**src/logic/atahp_pkg.sv**
```systemverilog
package atahp_pkg;
  // Clock period
  localparam int CLK_NS      = 4;
  // Bus timing figures in ns
  localparam int SETUP_NS    = 25;
  localparam int WIDTH_NS    = 70;
  localparam int HOLD_NS     = 10;
  localparam int RECOVER_NS  = 25;
  localparam int CYCLE_NS    = 120;
  // Least times rounded up to whole clocks
  localparam int SETUP_CYC   = (SETUP_NS + CLK_NS - 1) / CLK_NS;
  localparam int WIDTH_CYC   = (WIDTH_NS + CLK_NS - 1) / CLK_NS;
  localparam int HOLD_CYC    = (HOLD_NS + CLK_NS - 1) / CLK_NS;
  localparam int RECOVER_CYC = (RECOVER_NS + CLK_NS - 1) / CLK_NS;
  localparam int CYCLE_CYC   = (CYCLE_NS + CLK_NS - 1) / CLK_NS;
  // Register addresses
  localparam logic [2:0] DATA_ADDR    = 3'h0;
  localparam logic [2:0] CONTROL_ADDR = 3'h6;
  localparam logic [2:0] DRIVE_ADDR   = 3'h7;
  // Reset values
  localparam logic [15:0] DATA_RESET  = 16'h0000;
  // Transfer phases
  typedef enum logic [2:0] {
    ATAHP_IDLE,
    ATAHP_SETUP,
    ATAHP_ACTIVE,
    ATAHP_HOLD,
    ATAHP_RECOVER
  } atahp_phase_e;
endpackage

```
**src/logic/atahp_sync_if.sv**
```systemverilog
`timescale 1ns/10ps
// Raw pin samples in, filtered levels out
interface atahp_sync_if #(parameter int W = 17);
  logic [W-1:0] raw;     // Asynchronous pin levels
  logic [W-1:0] stable;  // Filtered, clock-domain levels
  modport filter (input raw, output stable);
  modport user   (output raw, input stable);
endinterface

```
**src/logic/atahp_sync.sv**
```systemverilog
`timescale 1ns/10ps
// Three-stage synchroniser with agreement filter
module atahp_sync #(
  parameter int W = 17
) (
  // Clock and reset
  input  wire logic    clk,
  input  wire logic    rst_n,
  // Pin samples
  atahp_sync_if.filter pins
);
  // All state of the synchroniser
  typedef struct packed {
    logic [W-1:0] s1;      // First stage, read only by s2
    logic [W-1:0] s2;      // Second stage
    logic [W-1:0] s3;      // Third stage
    logic [W-1:0] stable;  // Last agreed level
  } atahp_sync_s;

  atahp_sync_s st;
  atahp_sync_s next_st;

  // Shift and accept a level once stages two and three agree
  always_comb begin
    next_st        = st;
    next_st.s1     = pins.raw;
    next_st.s2     = st.s1;
    next_st.s3     = st.s2;
    for (int i = 0; i < W; i++) begin
      if (st.s2[i] == st.s3[i]) begin
        next_st.stable[i] = st.s3[i];
      end
    end
  end

  // State register
  always_ff @(posedge clk or negedge rst_n) begin
    if (!rst_n) begin
      st <= '1;
    end else begin
      st <= next_st;
    end
  end

  assign pins.stable = st.stable;
endmodule // atahp_sync

```
**src/logic/atahp_host.sv**
```systemverilog
`timescale 1ns/10ps
// Host-side register access port controller
module atahp_host (
  // Clock and reset
  input  wire logic        clk,
  input  wire logic        rst_n,
  // User request
  input  wire logic        req_valid,
  input  wire logic        req_write,
  input  wire logic        req_control,
  input  wire logic [2:0]  req_address,
  input  wire logic [15:0] req_wdata,
  input  wire logic [15:0] min_cycle_ns,
  // User answer
  output logic             req_ready,
  output logic             done,
  output logic             refused,
  output logic [15:0]      rd_data,
  output logic             word_cycle_seen,
  // Device pins
  output logic             primary_select_n,
  output logic             secondary_select_n,
  output logic [2:0]       register_address,
  output logic             read_strobe_n,
  output logic             write_strobe_n,
  output logic [15:0]      data_out,
  output logic             data_oe_low,
  output logic             data_oe_high,
  input  wire logic [15:0] data_in,
  input  wire logic        word_cycle_indicator_n
);
  import atahp_pkg::*;

  // Reported cycle time in ns to whole clocks, rounded up
  function automatic logic [15:0] ns_to_cyc(input logic [15:0] ns);
    logic [16:0] sum;
    sum = {1'b0, ns} + 17'(CLK_NS - 1);
    return 16'(sum / 17'(CLK_NS));
  endfunction

  // All state of the controller
  typedef struct packed {
    atahp_phase_e phase;       // Transfer phase
    logic [7:0]   cnt;         // Phase counter
    logic [15:0]  cyc;         // Clocks since cycle start
    logic [15:0]  need;        // Clocks the whole cycle must last
    logic         write;       // Latched direction
    logic         word;        // Latched word access
    logic         ready;
    logic         done;
    logic         refused;
    logic [15:0]  rd_data;
    logic         word_seen;
    logic         psel_n;
    logic         ssel_n;
    logic [2:0]   addr;
    logic         rd_n;
    logic         wr_n;
    logic [15:0]  dout;
    logic         oe_low;
    logic         oe_high;
  } atahp_host_s;

  atahp_host_s st;
  atahp_host_s next_st;

  // Synchronised data lanes and word-cycle indicator
  atahp_sync_if #(.W(17)) sync_pins ();
  assign sync_pins.raw = {word_cycle_indicator_n, data_in};

  atahp_sync #(.W(17)) u_sync (
    .clk  (clk),
    .rst_n(rst_n),
    .pins (sync_pins)
  );

  // Filtered pin levels and request decode
  logic [15:0] din_s;        // Filtered data lanes
  logic        word_ind_n_s; // Filtered word indicator
  logic        legal;        // Request is a documented access
  logic [15:0] rep_cyc;      // Reported minimum in clocks

  assign din_s        = sync_pins.stable[15:0];
  assign word_ind_n_s = sync_pins.stable[16];
  assign rep_cyc      = ns_to_cyc(min_cycle_ns);

  // Legal accesses: any task-file address, control write at 6, control read at 6 or 7
  function automatic logic is_legal(input logic wr, input logic ctl, input logic [2:0] addr);
    logic ok;
    if (!ctl) begin
      ok = 1'b1;
    end else if (wr) begin
      ok = (addr == CONTROL_ADDR);
    end else begin
      ok = (addr == CONTROL_ADDR) || (addr == DRIVE_ADDR);
    end
    return ok;
  endfunction

  // Illegal requests are refused before any pin moves
  assign legal = is_legal(req_write, req_control, req_address);

  // Phase sequencing and pin control
  always_comb begin
    next_st         = st;
    next_st.done    = 1'b0;
    next_st.refused = 1'b0;
    if (st.phase != ATAHP_IDLE) begin
      next_st.cyc = st.cyc + 16'h0001;
    end
    case (st.phase)
      ATAHP_IDLE: begin
        // Selects high, strobes high, bus released
        if (req_valid && st.ready) begin
          if (!legal) begin
            next_st.refused = 1'b1;
          end else begin
            next_st.ready  = 1'b0;
            next_st.write  = req_write;
            next_st.word   = !req_control && (req_address == DATA_ADDR);
            // Exactly one select low, never both
            next_st.psel_n = req_control;
            next_st.ssel_n = !req_control;
            next_st.addr   = req_address;
            // Writes drive low lanes; upper lanes only for data words
            next_st.dout    = req_wdata;
            next_st.oe_low  = req_write;
            next_st.oe_high = req_write && !req_control && (req_address == DATA_ADDR);
            next_st.cnt     = 8'(SETUP_CYC - 1);
            next_st.cyc     = 16'h0000;
            next_st.need    = (rep_cyc > 16'(CYCLE_CYC)) ? rep_cyc : 16'(CYCLE_CYC);
            next_st.phase   = ATAHP_SETUP;
          end
        end
      end
      ATAHP_SETUP: begin
        // Address setup before the strobe
        if (st.cnt == 8'h00) begin
          next_st.rd_n  = st.write;
          next_st.wr_n  = !st.write;
          next_st.cnt   = 8'(WIDTH_CYC - 1);
          next_st.phase = ATAHP_ACTIVE;
        end else begin
          next_st.cnt = st.cnt - 8'h01;
        end
      end
      ATAHP_ACTIVE: begin
        // Strobe low for the least width
        if (st.cnt == 8'h00) begin
          next_st.rd_n = 1'b1;
          next_st.wr_n = 1'b1;
          if (!st.write) begin
            // Byte reads keep only the low lanes
            next_st.rd_data = st.word ? din_s : {8'h00, din_s[7:0]};
          end
          next_st.word_seen = st.word && !word_ind_n_s;
          next_st.cnt       = 8'(HOLD_CYC - 1);
          next_st.phase     = ATAHP_HOLD;
        end else begin
          next_st.cnt = st.cnt - 8'h01;
        end
      end
      ATAHP_HOLD: begin
        // Address and write data held past the rising strobe
        if (st.cnt == 8'h00) begin
          next_st.psel_n  = 1'b1;
          next_st.ssel_n  = 1'b1;
          next_st.oe_low  = 1'b0;
          next_st.oe_high = 1'b0;
          next_st.cnt     = 8'(RECOVER_CYC - 1);
          next_st.phase   = ATAHP_RECOVER;
        end else begin
          next_st.cnt = st.cnt - 8'h01;
        end
      end
      ATAHP_RECOVER: begin
        // Strobe inactive time, and whole cycle no shorter than reported
        if (st.cnt != 8'h00) begin
          next_st.cnt = st.cnt - 8'h01;
        end else if (st.cyc >= st.need - 16'h0001) begin
          next_st.done  = 1'b1;
          next_st.ready = 1'b1;
          next_st.phase = ATAHP_IDLE;
        end
      end
      default: begin
        next_st.phase = ATAHP_IDLE;
      end
    endcase
  end

  // State register; idle values put the bus in standby
  always_ff @(posedge clk or negedge rst_n) begin
    if (!rst_n) begin
      st         <= '0;
      st.phase   <= ATAHP_IDLE;
      st.ready   <= 1'b1;
      st.psel_n  <= 1'b1;
      st.ssel_n  <= 1'b1;
      st.rd_n    <= 1'b1;
      st.wr_n    <= 1'b1;
      st.rd_data <= DATA_RESET;
    end else begin
      st <= next_st;
    end
  end

  // Outputs straight from state flops
  // User answer
  assign req_ready          = st.ready;
  assign done               = st.done;
  assign refused            = st.refused;
  assign rd_data            = st.rd_data;
  assign word_cycle_seen    = st.word_seen;
  // Device pins
  assign primary_select_n   = st.psel_n;
  assign secondary_select_n = st.ssel_n;
  assign register_address   = st.addr;
  assign read_strobe_n      = st.rd_n;
  assign write_strobe_n     = st.wr_n;
  assign data_out           = st.dout;
  assign data_oe_low        = st.oe_low;
  assign data_oe_high       = st.oe_high;
endmodule // atahp_host

```
**config.mk**
```make
export PLATFORM = sky130hd
export DESIGN_NAME = atahp_host
export DESIGN_NICKNAME = d
export VERILOG_FILES = /design/src/logic/atahp_pkg.sv /design/src/logic/atahp_sync_if.sv /design/src/logic/atahp_sync.sv /design/src/logic/atahp_host.sv
export SDC_FILE = /design/constraint.sdc
export NUM_CORES = 1
export LEC_CHECK = 0
export BUFFER_PORTS_ARGS = -buffer_cell sky130_fd_sc_hd__buf_2
export CORE_MARGIN = 2
export CORE_UTILIZATION = 35
export DETAILED_ROUTE_END_ITERATION = 6
export PLACE_DENSITY = 0.59
export SYNTH_ARGS = -nofsm -noshare
export SYNTH_HDL_FRONTEND = slang
export SYNTH_SLANG_ARGS = --single-unit
export TNS_END_PERCENT = 50
```
**constraint.sdc**
```tcl
create_clock -name clk -period 3.91 [get_ports clk]
set_clock_uncertainty 0.1 [all_clocks]
set_input_delay 0.391 -clock clk [delete_from_list [all_inputs] [get_ports clk]]
set_output_delay 0.391 -clock clk [all_outputs]
set_load 0.1 [all_outputs]
```
==> metrics.txt, run 1 <==
status=finished, final reports clean; Max Cap Viol=0; die area=0.0213 mm^2; gr usage total=13.7%; peak supply drop=0.716 mV; CP arrival=3.50 ns; Wirelength per Cell=13.6 um; total number of vias=4744; total core area=0.0196 mm^2; clock tree sinks=157; Resize count post-CTS=0; Vias per Instance=4.73; CTS Hold Bufs=18; RSZ-0062 raised after global routing=no; post-route ant nets=0; drt drc=0; Initial Util=36.0%; I/O pin count=102; H-tree Lvls=4; largest net degree at the start of global routing=84; gr ovfl total=0; crit share post-route=84.6%; area delta synth->final=18.9%; Post-Syn Nets=714; Critical Path Stages=11; TritonCTS clock tree=built; register bit count reported by yosys=157; routed wire length=13700 um; IO Port Bufs=101; # rows=51; number of flops mapped to enable cells by yosys=0; Crit-path slowest cell=dfrtp_1; Slew Limit Fails=0; hold path depth=3; top_reg_cell synth=dfrtp_1; Critical Path Fanout Max=4; CTS Root Cell=clkbuf_16; Mapped Area=0.00704 mm^2; startpoint types=flop; dpl hpwl=9560 um; fin crit period=3.31 ns; share of layout cells above drive strength 1=31.3%; Setup violations, final=0; hold crit path type=in -> reg; antenna cells=0; type of the worst setup path=reg -> reg; leading area contributor after synthesis=dfrtp_1; top-area cell type share of the netlist area=29.8%; worst path required time=4.10 ns; CTS buffer count=17; Final Core Density=42.8%; CP top delay family=simple AND/OR/NAND/NOR gates; sequential-to-total area share from yosys stat=57.1%; CP max stage delay=0.42 ns; Final Hold Viols=0; Worst-Margin Slew=0.931 ns; first-pass GRT wire length=23700 um; clk slew on worst S/H paths=0.07 ns; Mapped Avg Cell Area=11.1 um^2; initial antenna violation count=1; Worst-Skew Late Latency=0.42 ns; Async SR Flop Fraction=100%; Setup TNS=0 ns; critical-path cell list=nor4_1, nor4b_1, buf_4, nand2_1, xor2_1, ha_1, and4_1, nand3_1, a311oi_1, nor4_1, or4_1; P_leak=3.76 nW; Most common cell on crit path=nor4_1; FMAX=302 MHz; Synth Warn #=0; power per cell area=778 mW/mm^2; largest cells by area after synthesis=dfrtp_1 (30%), dfstp_2 (27%), nand2_1 (5.9%); fin nets=802; vias in the first global route=4631; drt first-iter violations=210; chip height=146 um; Die X=146 um; Reg2Reg Depth=11; Worst Path Buf+Inv=1; R2R Setup Slk=0.60 ns; RePlAce Congestion=0.807; cell count after synthesis=637; Slew HR=37.9%; endpoint class of the critical path=flop; Max clock buf depth=2; DRT Pass-1 Iters=4; post-CTS setup buffer count=0; post-synth cell types=61
==> state kept, by name (all words and copies together), names as in the netlist <==
register,cells
st,44
u_sync.next_st,34
u_sync.pins.stable,17
u_sync.st,17
data_out,16
rd_data,16
register_address,3
data_oe_high,1
data_oe_low,1
done,1
primary_select_n,1
read_strobe_n,1
refused,1
req_ready,1
secondary_select_n,1
word_cycle_seen,1
write_strobe_n,1
==> area by class of cell <==
| type | count | area (um^2) |
|---|---|---|
| well taps | 265 | 332 |
| inverters | 10 | 37.5 |
| clock inverters | 13 | 141 |
| repair buffers | 127 | 764 |
| multi-input cells | 412 | 2620 |
| clock buffers | 19 | 464 |
| flip-flops and latches | 157 | 4020 |
| fillers | 1889 | 11200 |
==> logic make-up (layout without fill, tap and decap cells) <==
family	Yosys count	after routing	synth area share (%)
mux	10	10	1.79
xor+xnor	41	41	5.10
simple gates	236	236	16.3
flops	157	157	57.1
fa+ha+maj	37	37	5.97
buf+inv	68	169	5.83
compound gates	88	88	7.96
==> layout by cell type, fill, tap and decap left out, types with 7 or more instances in the layout <==
cell,Yosys,routed
a21oi_1,18,18
nor2_1,37,37
clkbuf_16,0,18
nand2_1,111,111
dfrtp_1,84,84
buf_2,7,100
inv_1,10,10
nor4_1,8,8
nand3_1,15,15
ha_1,20,20
xnor2_1,17,17
dlygate4sd3_1,0,18
buf_4,35,7
o21ai_0,30,30
maj3_1,17,17
nand4_1,9,9
xor2_1,24,24
nor3_1,12,12
dfstp_2,73,73
==> where the power goes <==
group	switching [mW]	leakage [nW]	total, mW	internal (mW)
Sequential	0.433	1.84	2.49	2.06
Clock	0.715	0.296	1.67	0.958
Combinational	1.66	1.62	2.35	0.692
Total	2.81	3.76	6.51	3.71
==> synth_stat cells, drive strengths merged (4+ instances only) <==
cell type / instances
or4: 5
clkbuf: 12
nor2: 38
o22ai: 4
nor2b: 5
dfrtp: 84
buf: 46
maj3: 17
and3: 4
xor2: 24
o21ai: 30
ha: 20
dfstp: 73
and2: 4
nor4: 9
nand3: 15
nand2: 112
nor3: 13
inv: 10
mux2: 9
nand2b: 4
a31oi: 5
nand4: 9
or3: 4
a21oi: 18
xnor2: 17
==> tightest hold or removal path: cells and delay by family <==
kind,cells,cell delay (ns)
simple gates,2,0.08
buf+inv,1,0.07
==> path summary, 6_finish.rpt <==
check | startpoint | end
worst max-delay path | st[50]$_DFFE_PN0P_ | st[89]$_DFFE_PN0P_
worst min-delay path | req_wdata[0] | data_out[0]$_DFFE_PN0P_
worst max register to register | st[50]$_DFFE_PN0P_ | st[89]$_DFFE_PN0P_
worst min register to register | u_sync.next_st[49]$_DFF_PN1_ | u_sync.next_st[32]$_DFF_PN1_
max in group asynchronous | rst_n | u_sync.st[32]$_DFF_PN1_
min in group asynchronous | rst_n | st[55]$_DFFE_PN0P_
==> metrics by stage <==
stage	setup WS [ns]	hold slack [ns]	cell area, um^2	instances	power [mW]
2_1_floorplan	0.768	-0.00459	7040	637	4.52
3_3_place_gp	0.778	0.245	7590	953	4.84
3_5_place_dp	0.664	0.247	7590	953	4.86
4_1_cts	0.629	0.0337	8380	1003	6.58
5_1_grt	0.272	0.0476	8380	1003	6.92
6_report	0.600	0.0542	8380	1003	6.51
==> per-layer routing <==
metal,vias to the layer above,global-route usage (%),wire length (um)
li1,2349,-,-
met1,2281,19.1,6740
met2,99,20.5,6090
met3,15,3.70,631
met4,0,5.00,225
met5,-,0,0
Note: power is estimated with default switching activity, not from simulation.
==> inputs of run 2 (changes only) <==
--- a/config.mk
+++ b/config.mk
@@ -9,7 +9,7 @@
 export CORE_MARGIN = 2
 export CORE_UTILIZATION = 35
 export DETAILED_ROUTE_END_ITERATION = 6
-export PLACE_DENSITY = 0.59
+export PLACE_DENSITY = 0.61
 export SYNTH_ARGS = -nofsm -noshare
 export SYNTH_HDL_FRONTEND = slang
 export SYNTH_SLANG_ARGS = --single-unit
==> constraint.sdc (replaced) <==
create_clock -name clk -period 2.9 [get_ports clk]
set_clock_uncertainty 0.1 [all_clocks]
set_input_delay 0.29 -clock clk [delete_from_list [all_inputs] [get_ports clk]]
set_output_delay 0.29 -clock clk [all_outputs]
set_load 0.1 [all_outputs]
==> metrics.txt, run 2 (synthesized netlist as in run 1, its figures left out) <==
post-route ant nets=0; R2R Setup Slk=0.04 ns; fin nets=843; Final Core Density=44.8%; chip height=146 um; # rows=51; Combinational Power Share=38.2%; die area=0.0213 mm^2; total number of vias=4901; RSZ-0062 raised after global routing=yes; IO Port Bufs=101; P_leak=3.95 nW; Vias per Instance=4.69; Max Used Layer=met4; Initial Util=36.0%; CTS buffer count=17; status=finished, final reports clean; largest net degree at the start of global routing=78; initial antenna violation count=0; endpoint class of the critical path=flop; Final Hold Viols=0; worst path required time=3.10 ns; met3 wire len=617 um; first-pass GRT wire length=24900 um; Slew Limit Fails=0; power per cell area=1040 mW/mm^2; peak supply drop=0.744 mV; type of the worst setup path=reg -> reg; Setup TNS=0 ns; RePlAce Congestion=0.786; hold path depth=3; Worst-Skew Late Latency=0.43 ns; drt drc=0; Max clock buf depth=2; area delta synth->final=24.7%; H-tree Lvls=4; clk slew on worst S/H paths=0.07 ns; Max Cap Viol=0; reg-to-reg startpoint=st[49]$_DFFE_PN0P_; commonest non-fill, non-tap cells in the layout=nand2_1 (110), buf_2 (100), dfrtp_1 (84); routed wire length=14600 um; Top reg by flops=st; gr ovfl total=0; commonest non-fill, non-tap cell in the layout=nand2_1; Die X=146 um; hold crit path type=in -> reg; crit share post-route=98.5%; gr usage total=14.6%; M1 WL=7010 um; crit path to=st[89]$_DFFE_PN0P_; dpl hpwl=10300 um; sequential share of power=36.3%; I/O pin count=102; sw frac=43.2%; Critical Path Fanout Max=3; clock tree sinks=157; antenna cells=0; crit path from=st[49]$_DFFE_PN0P_; CP arrival=3.06 ns; TritonCTS clock tree=built; internal power=5.17 mW; Reg2Reg Depth=10; max reg flops=44; Clk pwr share=25.5%; fin crit period=2.86 ns; startpoint types=flop; worst r2r dst=st[89]$_DFFE_PN0P_; CTS Root Cell=clkbuf_16; Pwr Total=9.11 mW; Sw Pwr=3.94 mW; vias in the first global route=4905; Setup violations, final=0; drt first-iter violations=249; Slew HR=52.0%; share of layout cells above drive strength 1=33.5%; FMAX=350 MHz; Worst-Margin Slew=0.719 ns; Wirelength per Cell=14.0 um; total core area=0.0196 mm^2; post-CTS setup buffer count=0; DRT Pass-1 Iters=4; met2 routed WL=6770 um
[run 2: layer usage]
metal  track usage, %  vias up
li1                 -     2423
met1             19.9     2358
met2             22.6      104
met3             3.29       16
met4             5.59        0
met5                0        -
[run 2: worst min-delay path by stage]
stage	end	startpoint	slack, ns
after floorplan	data_oe_high$_DFFE_PN0P_	rst_n	-0.11
after global placement	st[53]$_DFFE_PN0P_	rst_n	0.25
after detailed placement	st[54]$_DFFE_PN0P_	rst_n	0.24
after CTS	register_address[1]$_DFFE_PN0P_	req_address[1]	0.007
after global routing	register_address[1]$_DFFE_PN0P_	req_address[1]	0.03
final	register_address[1]$_DFFE_PN0P_	req_address[1]	0.01
[run 2: area by class of cell]
class | count | area, um^2
inverter | 10 | 37.5
fill | 1823 | 10800
clock inverter | 15 | 191
timing repair buffer | 168 | 1100
clock buffer | 17 | 425
tap | 265 | 332
sequential | 157 | 4020
multi-input combinational | 412 | 2670
[run 2: power groups by stage]
stage | clock (mW) | sequential, mW | combinational, mW
3_5_place_dp | 0 | 3.31 | 3.43
3_3_place_gp | 0 | 3.31 | 3.39
2_1_floorplan | 0 | 3.49 | 2.63
5_1_grt | 2.48 | 3.39 | 3.80
4_1_cts | 2.38 | 3.30 | 3.49
6_report | 2.32 | 3.31 | 3.48
[run 2: through the flow]
| stage | instances | worst slack (ns) | area, um^2 | hold slack [ns] |
|---|---|---|---|---|
| finish | 1044 | 0.0442 | 8780 | 0.0146 |
| global route | 1044 | -0.214 | 8780 | 0.0297 |
| CTS | 1044 | 0.00175 | 8770 | 0.00656 |
| detailed placement | 976 | -0.151 | 7770 | 0.240 |
| global placement | 976 | -0.0867 | 7770 | 0.245 |
| floorplan | 637 | 0.0516 | 7070 | -0.106 |
[run 2: what timing repair did]
action,in CTS,in global routing
resized for setup,5,3
pin swaps,4,0
endpoints found under the setup margin,1,1
hold buffers,36,0
endpoints found under the hold margin,66,0
[run 2: worst max-delay path, cell delays in order, from the launching register on]
cell and delay (ns):
dfrtp_1 0.40, nor4_4 0.33, nor4b_4 0.32, nand2_2 0.11, xor2_1 0.16, ha_1 0.29
and4_1 0.21, nand3_2 0.09, a311oi_2 0.24, nor4_1 0.07, or4_1 0.39
